==> src/shared/cbs_params.svh <==
`ifndef CBS_PARAMS_SVH
`define CBS_PARAMS_SVH

// ---------------------------------------------------------------
// Configuration offsets
// ---------------------------------------------------------------
`define CBS_OFF_CAP      8'h14
`define CBS_OFF_STAT     8'h16
`define CBS_OFF_UPBUS    8'h18
`define CBS_OFF_CBBUS    8'h19
`define CBS_OFF_SUBBUS   8'h1a
`define CBS_OFF_PM0      8'ha0
`define CBS_OFF_PM1      8'ha4

// ---------------------------------------------------------------
// Reset and fixed values
// ---------------------------------------------------------------
`define CBS_CAP_VAL      8'ha0
`define CBS_STAT_RST     16'h0200
`define CBS_BUS_RST      8'h00
`define CBS_SEL_TIMING   2'h1

// ---------------------------------------------------------------
// Field positions in the downstream bus status register
// ---------------------------------------------------------------
`define CBS_B_PAR        15
`define CBS_B_SERR       14
`define CBS_B_MABORT     13
`define CBS_B_RECTA      12
`define CBS_B_SIGTA      11
`define CBS_B_TIM_HI     10
`define CBS_B_TIM_LO     9
`define CBS_B_DPAR       8

// Read answer comes this many clocks after the request
`define CBS_ACK_LAT      1

`endif

==> src/shared/cbs_pkg.sv <==
package cbs_pkg;

	// Configuration access from the primary side
	typedef struct packed {
		logic        valid;
		logic        write;
		logic [2:0]  func;
		logic [7:0]  addr;
		logic [3:0]  be;
		logic [31:0] wdata;
	} cbs_cfg_req_type;

	// Downstream bus events, one cycle pulses
	typedef struct packed {
		logic addr_parity_err;
		logic data_parity_err;
		logic cserr_seen;
		logic master_abort;
		logic target_abort_rcvd;
		logic target_abort_sent;
		logic cperr_seen;
		logic master_of_phase;
	} cbs_event_type;

	// Clearable status flags
	typedef struct packed {
		logic downstream_parity_detected;
		logic card_system_error_seen;
		logic downstream_master_abort_received;
		logic downstream_target_abort_received;
		logic downstream_target_abort_signaled;
		logic downstream_data_parity_flag;
	} cbs_flags_type;

	// Forwarding query for a configuration cycle
	typedef struct packed {
		logic       valid;
		logic [2:0] func;
		logic [7:0] bus;
	} cbs_fwd_req_type;

	// State of one function copy
	typedef struct packed {
		cbs_flags_type flags;
		logic [7:0]    upstream_bus_number;
		logic [7:0]    cardbus_bus_number;
		logic [7:0]    highest_bus_number;
	} cbs_func_state_type;

	// State of the top level
	typedef struct packed {
		logic        ack;
		logic [31:0] rdata;
		logic        pm_hit;
		logic        fwd_done;
		logic        fwd_cardbus;
		logic        fwd_below;
		logic        cserr_oe;
	} cbs_top_state_type;

endpackage

==> src/cbs_func_regs.sv <==
`timescale 1ns/10ps
`include "cbs_params.svh"

module cbs_func_regs (
	input  wire logic                        clk,
	input  wire logic                        rst,
	input  wire cbs_pkg::cbs_event_type      ev,
	input  wire logic                        perr_resp_en,
	input  wire logic [15:0]                 stat_clr,
	input  wire logic [2:0]                  bus_we,
	input  wire logic [23:0]                 bus_wdata,
	output cbs_pkg::cbs_func_state_type      st_r
);
	import cbs_pkg::*;

	cbs_func_state_type st_nxt;
	cbs_flags_type      set_v;
	cbs_flags_type      clr_v;

	// ---------------------------------------------------------------
	// Flag set and clear
	// ---------------------------------------------------------------
	// Set beats clear so an event in the clearing cycle is kept
	always_comb begin
		set_v.downstream_parity_detected =
			ev.addr_parity_err | ev.data_parity_err;
		set_v.card_system_error_seen = ev.cserr_seen;
		set_v.downstream_master_abort_received = ev.master_abort;
		set_v.downstream_target_abort_received =
			ev.target_abort_rcvd;
		set_v.downstream_target_abort_signaled =
			ev.target_abort_sent;
		set_v.downstream_data_parity_flag =
			ev.cperr_seen & ev.master_of_phase & perr_resp_en;
		clr_v.downstream_parity_detected = stat_clr[`CBS_B_PAR];
		clr_v.card_system_error_seen = stat_clr[`CBS_B_SERR];
		clr_v.downstream_master_abort_received = stat_clr[`CBS_B_MABORT];
		clr_v.downstream_target_abort_received = stat_clr[`CBS_B_RECTA];
		clr_v.downstream_target_abort_signaled = stat_clr[`CBS_B_SIGTA];
		clr_v.downstream_data_parity_flag = stat_clr[`CBS_B_DPAR];
		st_nxt = st_r;
		st_nxt.flags = (st_r.flags & ~clr_v) | set_v;
		if (bus_we[0]) begin
			st_nxt.upstream_bus_number = bus_wdata[7:0];
		end
		if (bus_we[1]) begin
			st_nxt.cardbus_bus_number = bus_wdata[15:8];
		end
		if (bus_we[2]) begin
			st_nxt.highest_bus_number = bus_wdata[23:16];
		end
	end

	// Reset flags clear and bus numbers zero
	always_ff @(posedge clk) begin
		if (rst) begin
			st_r <= '0;
		end else begin
			st_r <= st_nxt;
		end
	end
endmodule

==> src/cbs_status_regs.sv <==
// Function
// - Capability pointer reads A0h, writes ignored
// - Power management block at A0h and A4h
// - All functions share one constant capability pointer
// - Writing one clears a status flag
// - Status at 16h, resets to 0200h
// - Bit 15 set on downstream parity error
// - Bit 14 set on card error; never driven
// - Bit 13 set on received master abort
// - Bit 12 set on received target abort
// - Bit 11 set on signalled target abort
// - Bits 10 to 9 fixed at 01b
// - Bit 8 needs error, mastership and enable
// - Bits 7 to 5 hardwired zero
// - Reserved bits 4 to 0 read zero
// - Upstream bus number at 18h, reset zero
// - Forwarding uses all three bus numbers
// - Bus numbers at 19h and 1Ah, reset zero
`timescale 1ns/10ps
`include "cbs_params.svh"

module cbs_status_regs #(
	parameter int NUM_FUNC = 2
) (
	input  wire logic                    clk,
	input  wire logic                    rst,
	input  wire cbs_pkg::cbs_cfg_req_type cfg_req,
	output logic                         cfg_ack_r,
	output logic [31:0]                  cfg_rdata_r,
	output logic                         pm_hit_r,
	input  wire cbs_pkg::cbs_event_type  ev [NUM_FUNC],
	input  wire logic [NUM_FUNC-1:0]     perr_resp_en,
	input  wire cbs_pkg::cbs_fwd_req_type fwd_req,
	output logic                         fwd_done_r,
	output logic                         fwd_cardbus_r,
	output logic                         fwd_below_r,
	output logic                         cserr_oe_r
);
	import cbs_pkg::*;

	cbs_top_state_type  st_r;
	cbs_top_state_type  st_nxt;
	cbs_func_state_type fst [NUM_FUNC];
	logic [15:0]        stat_clr [NUM_FUNC];
	logic [2:0]         bus_we [NUM_FUNC];

	// ---------------------------------------------------------------
	// Helpers
	// ---------------------------------------------------------------
	// Dword hit test, byte lanes are taken from the enables
	function automatic logic dw_hit(input logic [7:0] a,
		input logic [7:0] off);
		dw_hit = (a[7:2] == off[7:2]);
	endfunction

	// Byte enable stretched over one lane
	function automatic logic [7:0] lane_mask(input logic b);
		lane_mask = {8{b}};
	endfunction

	// Assemble the readable status word from the flags
	function automatic logic [15:0] stat_word(input cbs_flags_type f);
		logic [15:0] w;
		w = 16'h0000;
		w[`CBS_B_PAR] = f.downstream_parity_detected;
		w[`CBS_B_SERR] = f.card_system_error_seen;
		w[`CBS_B_MABORT] = f.downstream_master_abort_received;
		w[`CBS_B_RECTA] = f.downstream_target_abort_received;
		w[`CBS_B_SIGTA] = f.downstream_target_abort_signaled;
		w[`CBS_B_TIM_HI:`CBS_B_TIM_LO] = `CBS_SEL_TIMING;
		w[`CBS_B_DPAR] = f.downstream_data_parity_flag;
		stat_word = w;
	endfunction

	// Inclusive range test for downstream buses
	function automatic logic in_range(input logic [7:0] b,
		input logic [7:0] lo, input logic [7:0] hi);
		in_range = (b >= lo) && (b <= hi);
	endfunction

	// Function number is mapped only when a copy exists
	function automatic logic func_ok(input logic [2:0] f);
		func_ok = ({29'h0, f} < NUM_FUNC);
	endfunction

	// ---------------------------------------------------------------
	// Write strobes per function copy
	// ---------------------------------------------------------------
	// Every enabled status bit reaches stat_clr; writes to fixed and
	// reserved bits fall away in cbs_func_regs
	always_comb begin
		for (int i = 0; i < NUM_FUNC; i++) begin
			stat_clr[i] = 16'h0000;
			bus_we[i] = 3'h0;
			if (cfg_req.valid && cfg_req.write &&
				cfg_req.func == i[2:0]) begin
				if (dw_hit(cfg_req.addr, `CBS_OFF_STAT)) begin
					stat_clr[i] = cfg_req.wdata[31:16] &
						{lane_mask(cfg_req.be[3]),
						lane_mask(cfg_req.be[2])};
				end else if (dw_hit(cfg_req.addr, `CBS_OFF_UPBUS)) begin
					bus_we[i] = cfg_req.be[2:0];
				end
			end
		end
	end

	// ---------------------------------------------------------------
	// Function copies
	// ---------------------------------------------------------------
	// One copy each keeps the sockets fully independent
	for (genvar g = 0; g < NUM_FUNC; g++) begin : g_func
		cbs_func_regs u_regs (
			.clk          (clk),
			.rst          (rst),
			.ev           (ev[g]),
			.perr_resp_en (perr_resp_en[g]),
			.stat_clr     (stat_clr[g]),
			.bus_we       (bus_we[g]),
			.bus_wdata    (cfg_req.wdata[23:0]),
			.st_r         (fst[g])
		);
	end

	// ---------------------------------------------------------------
	// Read path, PM decode and forwarding decision
	// ---------------------------------------------------------------
	always_comb begin
		cbs_func_state_type rf;
		cbs_func_state_type qf;
		rf = '0;
		qf = '0;
		for (int i = 0; i < NUM_FUNC; i++) begin
			if (cfg_req.func == i[2:0]) begin
				rf = fst[i];
			end
			if (fwd_req.func == i[2:0]) begin
				qf = fst[i];
			end
		end
		st_nxt = st_r;
		st_nxt.ack = cfg_req.valid;
		st_nxt.rdata = 32'h0000_0000;
		st_nxt.pm_hit = 1'b0;
		st_nxt.cserr_oe = 1'b0;
		// Unmapped and write cycles answer with zero data
		if (cfg_req.valid && !cfg_req.write &&
			func_ok(cfg_req.func)) begin
			if (dw_hit(cfg_req.addr, `CBS_OFF_CAP)) begin
				// Capability pointer is a constant, no write path
				st_nxt.rdata = {stat_word(rf.flags), 8'h00,
					`CBS_CAP_VAL};
			end else if (dw_hit(cfg_req.addr, `CBS_OFF_UPBUS)) begin
				st_nxt.rdata = {8'h00, rf.highest_bus_number,
					rf.cardbus_bus_number,
					rf.upstream_bus_number};
			end
		end
		// PM registers live elsewhere; flag the hit for them
		if (cfg_req.valid && func_ok(cfg_req.func) &&
			(dw_hit(cfg_req.addr, `CBS_OFF_PM0) ||
			dw_hit(cfg_req.addr, `CBS_OFF_PM1))) begin
			st_nxt.pm_hit = 1'b1;
		end
		st_nxt.fwd_done = fwd_req.valid;
		st_nxt.fwd_cardbus = 1'b0;
		st_nxt.fwd_below = 1'b0;
		// Own bus number is never forwarded downstream
		if (fwd_req.valid && func_ok(fwd_req.func) &&
			fwd_req.bus != qf.upstream_bus_number) begin
			if (fwd_req.bus == qf.cardbus_bus_number) begin
				st_nxt.fwd_cardbus = 1'b1;
			end else if (in_range(fwd_req.bus, qf.cardbus_bus_number,
				qf.highest_bus_number)) begin
				st_nxt.fwd_below = 1'b1;
			end
		end
	end

	// Single register stage for all top outputs
	always_ff @(posedge clk) begin
		if (rst) begin
			st_r <= '0;
		end else begin
			st_r <= st_nxt;
		end
	end

	// Outputs straight from the state flops
	assign cfg_ack_r     = st_r.ack;
	assign cfg_rdata_r   = st_r.rdata;
	assign pm_hit_r      = st_r.pm_hit;
	assign fwd_done_r    = st_r.fwd_done;
	assign fwd_cardbus_r = st_r.fwd_cardbus;
	assign fwd_below_r   = st_r.fwd_below;
	assign cserr_oe_r    = st_r.cserr_oe;
endmodule

==> config.mk <==
export PLATFORM = sky130hd
export DESIGN_NAME = cbs_status_regs
export DESIGN_NICKNAME = d
export VERILOG_FILES = /design/src/shared/cbs_pkg.sv /design/src/cbs_func_regs.sv /design/src/cbs_status_regs.sv
export VERILOG_INCLUDE_DIRS = /design/src /design/src/shared
export SDC_FILE = /design/constraint.sdc
export NUM_CORES = 1
export LEC_CHECK = 0
export BUFFER_PORTS_ARGS = -buffer_cell sky130_fd_sc_hd__buf_4
export CORE_ASPECT_RATIO = 1.75
export CORE_MARGIN = 5
export CORE_UTILIZATION = 57
export DETAILED_ROUTE_END_ITERATION = 16
export HOLD_SLACK_MARGIN = 0.08
export PLACE_DENSITY = 0.91
export SLEW_MARGIN = 15
export SYNTH_ARGS = -nofsm -noshare
export SYNTH_HDL_FRONTEND = slang
export SYNTH_HIERARCHICAL = 1
export SYNTH_SLANG_ARGS = --single-unit
==> constraint.sdc <==
create_clock -name clk -period 5.89 [get_ports clk]
set_input_delay 1.4725 -clock clk [delete_from_list [all_inputs] [get_ports clk]]
set_output_delay 1.4725 -clock clk [all_outputs]
set_load 0.01 [all_outputs]
After elaboration in Yosys (flattened, before gate mapping)
Cells that the tools add are included.

word-level totals
  bits of input ports = 81
  output and inout bits = 38
  bits in registers = 98
  word-level logic and storage cells = 90

operators by class
  equal/unequal tests = 8
  bitwise operators = 16
  $lt $le $gt $ge = 4
  mux-type cells = 16
  reductions and logical operators = 19

operators by type and width
  cell                                                                           count
  24-bit 2-to-1 mux                                                              3
  30-bit 2-to-1 mux                                                              2
  16-bit 2-to-1 mux                                                              3
  32-bit 2-to-1 mux                                                              1
  16-bit bitwise AND                                                             1
  6-bit bitwise AND                                                              2
  6-bit by 3-bit equality test with 1-bit output (second input constant)         2
  6-bit equality test (second input constant)                                    2
  3-bit 2-to-1 mux                                                               4
  6-bit NOT                                                                      2
  6-bit OR                                                                       2
  1-bit logical AND                                                              10
  8-bit equality test                                                            1
  8-bit greater-or-equal comparator                                              1
  8-bit <= comparator                                                            1
  8-bit != test                                                                  1
  3-bit by 1-bit equality test with 1-bit output (second input constant)         2
  3-bit zero test                                                                2
  3-bit by 2-bit less-than comparator with 1-bit output (second input constant)  2
  3-bit OR reduction                                                             2
  1-bit bitwise AND                                                              4
  2-bit OR reduction                                                             2
  4-bit OR reduction                                                             1
  1-bit 2-to-1 mux                                                               3
  other kinds (4)                                                                7

Longest topological paths before layout
Gate-level depths: netlist (run 1).

  depth in word-level cells = 7
  mapped depth = 11
  gate-level depth less buffers = 8

Hierarchy
The synthesis (run 1) kept the hierarchy.

by module, submodules not included
  module           area each (um2)  sequential area each (um2)  instances  cells each
  cbs_status_regs  2344.7           720.7                       1          286
  cbs_func_regs    1071.0           600.6                       2          102

Worst setup path after synthesis (run 1)
Ideal clock, no wire load.

  path type = input-to-reg
  start = in fwd_req[8] (netlist bit)
  end = reg st_r (netlist bit fwd_below_r)
  slack = 2.454 ns
  data arrival time = 3.304 ns
  stages = 11
  path buffers = 3
  setup time = 0.132 ns
  required time = 5.758 ns
  path through = buf_4 buf_2 buf_2 mux2_2 nand2_1 ha_1 nor2b_1 o211ai_1 a21oi_1 a211oi_1 nor4_1

between the ends
  cells in the longest elaborated chain, start to end = 7
  elaborated cells between the ends (all ways) = 15
  classes of those cells = order compare (3); eq/ne (3); mux (3); bitwise (1); reduce/logical (5)

ends and longest elaborated chain
  element                                                                    RTL line                RTL
  start: declaration                                                         cbs_status_regs.sv:33   input wire cbs_pkg::cbs_fwd_req_type fwd_req,
  branches (longest 7 deep; another with 8-bit greater-or-equal comparator)  --
  end signal: assignment                                                     cbs_status_regs.sv:185  st_r <= st_nxt;
  end: declaration                                                           cbs_status_regs.sv:41   cbs_top_state_type st_r;

Parallel ways; which one is timed is not known.
A chain may end at the register's enable or synchronous reset.

==> results.ini, run 1 <==
[run_status]
status = finished, final reports clean

[sta]
rsz0062_at_grt = false
fin_tns_setup_ns = 0
hold_violations = 0
finClkSkew_ns = 0.00908
slew_headroom = 0.343
fin_crit_sh = 0.645
slew_violations = 0
tightest_slew_ns = 0.982
final-setup-viol-count = 0
post-route-min-period_ns = 3.80
max_freq_mhz = 263

[power_and_ir_drop]
pwr-share-clk = 0.439
p_total_w = 0.00136
power_frac_seq = 0.484
combPwrFrac = 0.077
ir_drop_v = 0.000248
p_sw_frac = 0.219
p_int_w = 0.00106
p_leak_nw = 2.21
p_per_area_mw_per_mm2 = 248
switchingPower_w = 0.000298

[cells_and_area]
drive_gt1_frac = 0.269
fin_nets = 665
finalCoreUtilization = 0.730
finalInstanceArea_mm2 = 0.00549
area_delta_synth_final_pct = 26.6
diodes = 0

[synthesis]
ys_warn_count = 6
syn_area_mm2 = 0.00434
syn_inst = 467
synth.avg_cell_area_um2 = 9.28

[clock_network]
clk_pin_slew_ns = 0.07
tritoncts = built
numCtsBuffers = 9
cts_num_sinks = 96
clock_latency_ns = 0.34
postCtsSetupBuffers = 0
cts_buffer_depth = 2
cts_hold_buf = 0
h-tree-depth = 3
cts-root-buf = clkbuf_16
cts_resized = 0

[global_route]
grt_first_pass_wirelength_mm = 18.9
grt_max_degree = 63
grt_pass1_vias = 3961
overflow = 0
antenna_found_initial = 0
track_usage = 0.244

[floorplanning]
core.rowCount = 42
core_area_mm2 = 0.00751
ios = 119
die_area_mm2 = 0.00952
die_width_um = 75.9
die_h_um = 125
start_util = 0.577

[placement]
place_congestion = 0.880
hpwl_mm = 8.54
place_area_mm2 = 0.00517
io_buffers = 112

[min_path]
hp-class = register to register

[worst_setup_path]
crit_slowest_cell = nor2_1
crit_path_cell_trace = buf_4, or4b_4, nor3b_1, nand4_1, or2_1, nor2_1, mux2i_1, nor2_1
crit_buf_inv = 1
required_ns = 6.09
cp_common_cell = nor2_1
end_kind = register
crit_arrival_ns = 4.00
crit_family = simple AND/OR/NAND/NOR gates
start_kind = input pin
crit_type = input pin to register
slowest_delay_ns = 0.73
worstPathMaxFanout = 8

[routing]
via_per_inst = 5.77
vias = 3812
avgRoutedWirePerCell_um = 17.6
wirelength_mm = 11.6
postRouteAntennaNets = 0
drc = 0
drtIter0Drc = 276
firstDrtPassIters = 5

[job]
drv_cap = 0

-- power groups by stage --
stage	Sequential (W)	Clock (W)	Combinational, W
global placement	0.000673	0	0.0000978
detailed placement	0.000673	0	0.000102
floorplan	0.000673	0	0.0000443
global route	0.000659	0.000636	0.000113
CTS	0.000659	0.000607	0.000103
finish	0.000659	0.000597	0.000104
-- worst paths after layout --
| check | startpoint | to | slack, ns | cells after the start |
|---|---|---|---|---|
| worst min-delay path | g_func[1].u_regs/st_r[29] | g_func[1].u_regs/st_r[29] | 0.48 | 2 |
| worst max register to register | g_func[1].u_regs/st_r[2] | fwd_below_r | 3.97 | 8 |
| worst max-delay path | cfg_req[41] | g_func[1].u_regs/st_r[0] | 2.09 | 8 |
| worst min register to register | g_func[1].u_regs/st_r[29] | g_func[1].u_regs/st_r[29] | 0.48 | 2 |
-- worst min-delay path: stages (launching register included) --
cell	delay (ns)
dfxtp_1	0.31
nand2b_1	0.06
a21oi_1	0.06
-- layer usage --
layer	wire length [µm]	global-route usage
met5	0	0
met4	471	0.140
met3	793	0.0525
met2	6270	0.440
met1	4100	0.253
-- sequential cells by signal (all words and copies together) (netlist names) --
name	cells
g_func.u_regs/st_r	60
fwd_cardbus_r	1
pm_hit_r	1
cfg_ack_r	1
fwd_done_r	1
cfg_rdata_r	31
fwd_below_r	1
-- area by class of cell --
type                    count  area (µm²)
clock buffers              11         253
inverters                  16        60.1
fillers                   530        2030
well taps                  88         110
flip-flops and latches     96        1920
clock inverters             5        61.3
multi-input cells         328        2200
repair buffers            117         878
-- cells in the final DEF (no fill, tap or decap), drive strengths merged, types with 7 or more instances in the layout --
| cell | count |
|---|---|
| a21oi | 18 |
| a22oi | 30 |
| and2 | 12 |
| buf | 117 |
| clkbuf | 11 |
| dfxtp | 96 |
| ha | 16 |
| inv | 18 |
| mux2 | 14 |
| mux2i | 58 |
| nand2 | 20 |
| nand2b | 12 |
| nand4 | 9 |
| nor2 | 86 |
| nor3 | 7 |
| o21ai | 12 |
| or3 | 8 |
-- through the flow --
step | worst slack (ns) | std cells | hold slack [ns]
finish | 2.09 | 661 | 0.478
global route | 2.00 | 661 | 0.497
CTS | 2.12 | 661 | 0.476
detailed placement | 1.77 | 645 | 0.466
global placement | 1.83 | 645 | 0.459
floorplan | 2.45 | 468 | 0.445
Power figures use the tool's default switching activity.
==> inputs of run 2 (changes only) <==
--- a/config.mk
+++ b/config.mk
@@ -9,10 +9,10 @@
 export BUFFER_PORTS_ARGS = -buffer_cell sky130_fd_sc_hd__buf_4
 export CORE_ASPECT_RATIO = 1.75
 export CORE_MARGIN = 5
-export CORE_UTILIZATION = 57
+export CORE_UTILIZATION = 53
 export DETAILED_ROUTE_END_ITERATION = 16
 export HOLD_SLACK_MARGIN = 0.08
-export PLACE_DENSITY = 0.91
+export PLACE_DENSITY = 0.86
 export SLEW_MARGIN = 15
 export SYNTH_ARGS = -nofsm -noshare
 export SYNTH_HDL_FRONTEND = slang
==> constraint.sdc (replaced) <==
create_clock -name clk -period 3.9 [get_ports clk]
set_input_delay 0.975 -clock clk [delete_from_list [all_inputs] [get_ports clk]]
set_output_delay 0.975 -clock clk [all_outputs]
set_load 0.01 [all_outputs]
==> run 2 against run 1 <==
Compared with the run above: via count shrank 1.1%; first-iteration DRC count is 27% lower; combinational power rose by 51%; die area is 6.7% higher; core utilization is 4.6 points lower; sequential power grew 51%; worst setup slack worse by 1.0 ns; global-route usage shrank 1.4 points; highest routed layer unchanged.
==> results.ini, run 2 (synthesized netlist as in run 1, its figures left out) <==
[floorplanning]
die_h_um = 130
die_area_mm2 = 0.0102
core.rowCount = 43
core_area_mm2 = 0.00796
die_width_um = 78.4
start_util = 0.544
ios = 119

[worst_setup_path]
crit_arrival_ns = 3.03
end_kind = register
crit_type = input pin to register
worstPathMaxFanout = 8
slowest_delay_ns = 0.54
crit_family = simple AND/OR/NAND/NOR gates
crit_buf_inv = 2
required_ns = 4.10
crit_path_cell_trace = buf_4, or4b_4, nor3b_1, nand4_1, or2_1, nor2_1, buf_4, mux2i_1, nor2_1
crit_slowest_cell = or4b_4
start_kind = input pin

[sta]
fin_crit_sh = 0.726
tightest_slew_ns = 0.988
hold_violations = 0
rsz0062_at_grt = false
post-route-min-period_ns = 2.83
max_freq_mhz = 353
slew_headroom = 0.340
final-setup-viol-count = 0
fin_tns_setup_ns = 0
finClkSkew_ns = 0.00354
slew_violations = 0
timing.hold.ws_ns = 0.475

[global_route]
met1_usage = 0.238
grt_max_degree = 63
grt_pass1_vias = 4056
met2_usage = 0.429
gr-max-usage-layer = met2
grt_first_pass_wirelength_mm = 18.4
antenna_found_initial = 0
track_usage = 0.230
overflow = 0
use_met3 = 0.0424

[placement]
hpwl_mm = 8.32
io_buffers = 112
place_congestion = 0.852
place_area_mm2 = 0.00520
place_inst = 651

[cells_and_area]
regMostFlops = g_func.u_regs/st_r
layout_commonest_cell = buf_4
fin_nets = 669
finalCoreUtilization = 0.684
finalInstanceArea_mm2 = 0.00545
diodes = 0
final_cell_count_no_fill = 666
drive_gt1_frac = 0.264
final_cell_mix = buf_4, dfxtp_1, nor2_1
area_delta_synth_final_pct = 25.7
largest_register_ffs = 60

[clock_network]
clock_latency_ns = 0.33
cts_resized = 0
cts_buffer_depth = 2
clk_pin_slew_ns = 0.06
postCtsSetupBuffers = 0
cts_hold_buf = 0
numCtsBuffers = 9
h-tree-depth = 3
cts_num_sinks = 96
tritoncts = built
cts-root-buf = clkbuf_16

[routing]
wirelength_mm = 11.4
via_per_inst = 5.66
drtIter0Drc = 201
vias = 3769
drc = 0
postRouteAntennaNets = 0
firstDrtPassIters = 5
avgRoutedWirePerCell_um = 17.1

[power_and_ir_drop]
p_per_area_mw_per_mm2 = 351
p_leak_nw = 2.20
ir_drop_v = 0.000225

[min_path]
hp-class = register to register

[run_status]
status = finished, final reports clean

[job]
drv_cap = 0

-- run 2: changes by cell type in the layout (fill, tap and decap cells not counted), sizes merged --
cell and change:
bufinv -1, clkinv -1, clkbuf +3, inv -2
buf +4
-- run 2: path summary, 6_finish.rpt --
| check | depth (start not counted) | from | slack (ns) | endpoint |
|---|---|---|---|---|
| setup / recovery | 9 | cfg_req[41] | 1.07 | g_func[1].u_regs/st_r[19] |
| setup reg to reg | 8 | g_func[1].u_regs/st_r[2] | 2.14 | fwd_below_r |
| hold reg to reg | 2 | g_func[0].u_regs/st_r[29] | 0.48 | g_func[0].u_regs/st_r[29] |
| hold / removal | 2 | g_func[0].u_regs/st_r[29] | 0.48 | g_func[0].u_regs/st_r[29] |
-- run 2: layout make-up --
class,count,area (µm²)
fillers,634,2510
multi-input cells,328,2200
flip-flops and latches,96,1920
repair buffers,121,908
clock buffers,14,244
well taps,90,113
inverters,16,60.1
clock inverters,1,5.00
-- run 2: power breakdown --
group | leakage [nW] | internal, W | total [W] | switching, W
Clock | 0.121 | 0.000429 | 0.000758 | 0.000330
Sequential | 0.777 | 0.000990 | 0.000995 | 0.00000496
Combinational | 1.30 | 0.0000784 | 0.000157 | 0.0000781
Total | 2.20 | 0.00150 | 0.00191 | 0.000413
-- run 2: worst register-to-register path: stages, from the launching register on --
cell and delay (ns):
dfxtp_1 0.32, mux2_2 0.28, nand2_1 0.08, ha_1 0.25, a21oi_1 0.17, o221ai_1 0.15, nand3b_1 0.11, nand3_1 0.08
nor4_1 0.22
-- run 2: metrics by stage --
stage,total power [W],worst slack [ns]
after floorplan,0.00108,0.962
after global placement,0.00116,0.821
after detailed placement,0.00117,0.757
after CTS,0.00193,1.11
after global routing,0.00198,0.929
final,0.00191,1.07
-- run 2: per-layer routing --
metal,vias up,wire [µm]
met5,-,0
met4,0,333
met3,28,683
met2,147,6060
met1,1779,4320
li1,1815,-
==> inputs of run 3 (changes only) <==
--- a/config.mk
+++ b/config.mk
@@ -9,10 +9,10 @@
 export BUFFER_PORTS_ARGS = -buffer_cell sky130_fd_sc_hd__buf_4
 export CORE_ASPECT_RATIO = 1.75
 export CORE_MARGIN = 5
-export CORE_UTILIZATION = 53
+export CORE_UTILIZATION = 48
 export DETAILED_ROUTE_END_ITERATION = 16
 export HOLD_SLACK_MARGIN = 0.08
-export PLACE_DENSITY = 0.86
+export PLACE_DENSITY = 0.83
 export SLEW_MARGIN = 15
 export SYNTH_ARGS = -nofsm -noshare
 export SYNTH_HDL_FRONTEND = slang
==> constraint.sdc (replaced) <==
create_clock -name clk -period 2.3 [get_ports clk]
set_input_delay 0.575 -clock clk [delete_from_list [all_inputs] [get_ports clk]]
set_output_delay 0.575 -clock clk [all_outputs]
set_load 0.01 [all_outputs]
==> run 3 against run 2 <==
Compared with the run above: combinational power up 80%; critical endpoint is now g_func[1].u_regs/st_r[20]; register-to-register slack worse by 1.6 ns; highest routed layer unchanged; cell count up 6.0%; largest power group unchanged.
==> results.ini, run 3 (synthesized netlist as in run 1, its figures left out) <==
[placement]
place_congestion = 0.867
place_inst = 690
io_buffers = 112
hpwl_mm = 8.86

[routing]
wirelength_mm = 11.8
vias = 3774
avgRoutedWirePerCell_um = 16.7
via_per_inst = 5.35
firstDrtPassIters = 4
drtIter0Drc = 159
drc = 0
postRouteAntennaNets = 0

[cells_and_area]
layout_commonest_cell = buf_4
n_fill_cell = 769
regMostFlops = g_func.u_regs/st_r
final_cell_count_no_fill = 706
drive_gt1_frac = 0.288
multiInputGateArea_mm2 = 0.00221
fin_nets = 678
largest_register_ffs = 60
diodes = 0
seq_area_mm2 = 0.00192
final_cell_mix = buf_4, dfxtp_1, nor2_1
area_delta_synth_final_pct = 30.4

[power_and_ir_drop]
p_total_w = 0.00343
p_leak_nw = 2.26
ir_drop_v = 0.000411
p_per_area_mw_per_mm2 = 607

[min_path]
min_from = cfg_req[39]
hp-class = input pin to register

[clock_network]
tritoncts = built
numCtsBuffers = 9
cts_num_sinks = 96
cts-root-buf = clkbuf_16
cts_resized = 0
cts_buffer_depth = 2
clk_pin_slew_ns = 0.07
clock_latency_ns = 0.35
postCtsSetupBuffers = 0
cts_hold_buf = 0
h-tree-depth = 3

[sta]
fin_tns_setup_ns = 0
final-setup-viol-count = 0
post-route-min-period_ns = 2.25
hold_violations = 0
slew_violations = 0
max_freq_mhz = 445
fin_crit_sh = 0.977
finClkSkew_ns = 0.00619

[worst_setup_path]
worstReg2RegStart = g_func[0].u_regs/st_r[2]
end_kind = register
start_kind = input pin
crit_type = input pin to register
worstPathMaxFanout = 8
crit_arrival_ns = 2.46
worstSetupStartpoint = cfg_req[41]
required_ns = 2.51

[global_route]
track_usage = 0.213
overflow = 0
antenna_found_initial = 0
grt_max_degree = 50
grt_pass1_vias = 3889
grt_first_pass_wirelength_mm = 17.9

[floorplanning]
die_width_um = 81.8
core.rowCount = 46
ios = 119
die_area_mm2 = 0.0111
core_area_mm2 = 0.00898
die_h_um = 136
start_util = 0.483

[job]
drv_cap = 0

[run_status]
status = finished, final reports clean

[run 3: worst max-delay path: stages]
cell and delay, ns:
buf_4 0.11, or4b_4 0.55, nor3b_2 0.21, nand4_1 0.14, or2_1 0.29, nor2_2 0.13
buf_6 0.17, mux2i_1 0.21, nor2_1 0.08
[run 3: per-stage QoR]
step,worst slack [ns],hold slack [ns],cell area (µm²),utilization
floorplan,-0.0428,0.445,4360,-
global placement,-0.215,0.457,5350,0.595
detailed placement,-0.266,0.462,5350,0.595
CTS,0.0865,0.405,5640,0.628
global route,-0.0370,0.408,5660,0.630
finish,0.0523,0.416,5660,0.630
[run 3: cell type report]
class | count | share of cell area
Tap cell | 120 | 0.0265
Clock buffer | 11 | 0.0412
Sequential cell | 96 | 0.340
Multi-Input combinational cell | 328 | 0.390
Clock inverter | 5 | 0.0102
Timing Repair Buffer | 130 | 0.181
Inverter | 16 | 0.0106
[run 3: worst paths after layout]
kind                          endpoint  slack (ns)  cells after the start
max          g_func[1].u_regs/st_r[20]        0.05                      9
min                           pm_hit_r        0.42                      2
max reg2reg                fwd_below_r        0.58                      8
min reg2reg  g_func[0].u_regs/st_r[28]        0.47                      2
[run 3: where the power goes]
| part | switching [W] | internal (W) | leakage, nW |
|---|---|---|---|
| clock | 0.000624 | 0.000841 | 0.132 |
| combinational | 0.000137 | 0.000145 | 1.35 |
| sequential | 0.00000843 | 0.00168 | 0.777 |
[run 3: metal layers]
layer	vias up	wire length, µm	GRT usage	share of wire
met1	1788	4210	0.207	0.36
met5	-	0	0	0
met4	0	272	0.0841	0.023
li1	1832	-	-	-
met2	134	6490	0.412	0.55
met3	20	803	0.0486	0.068
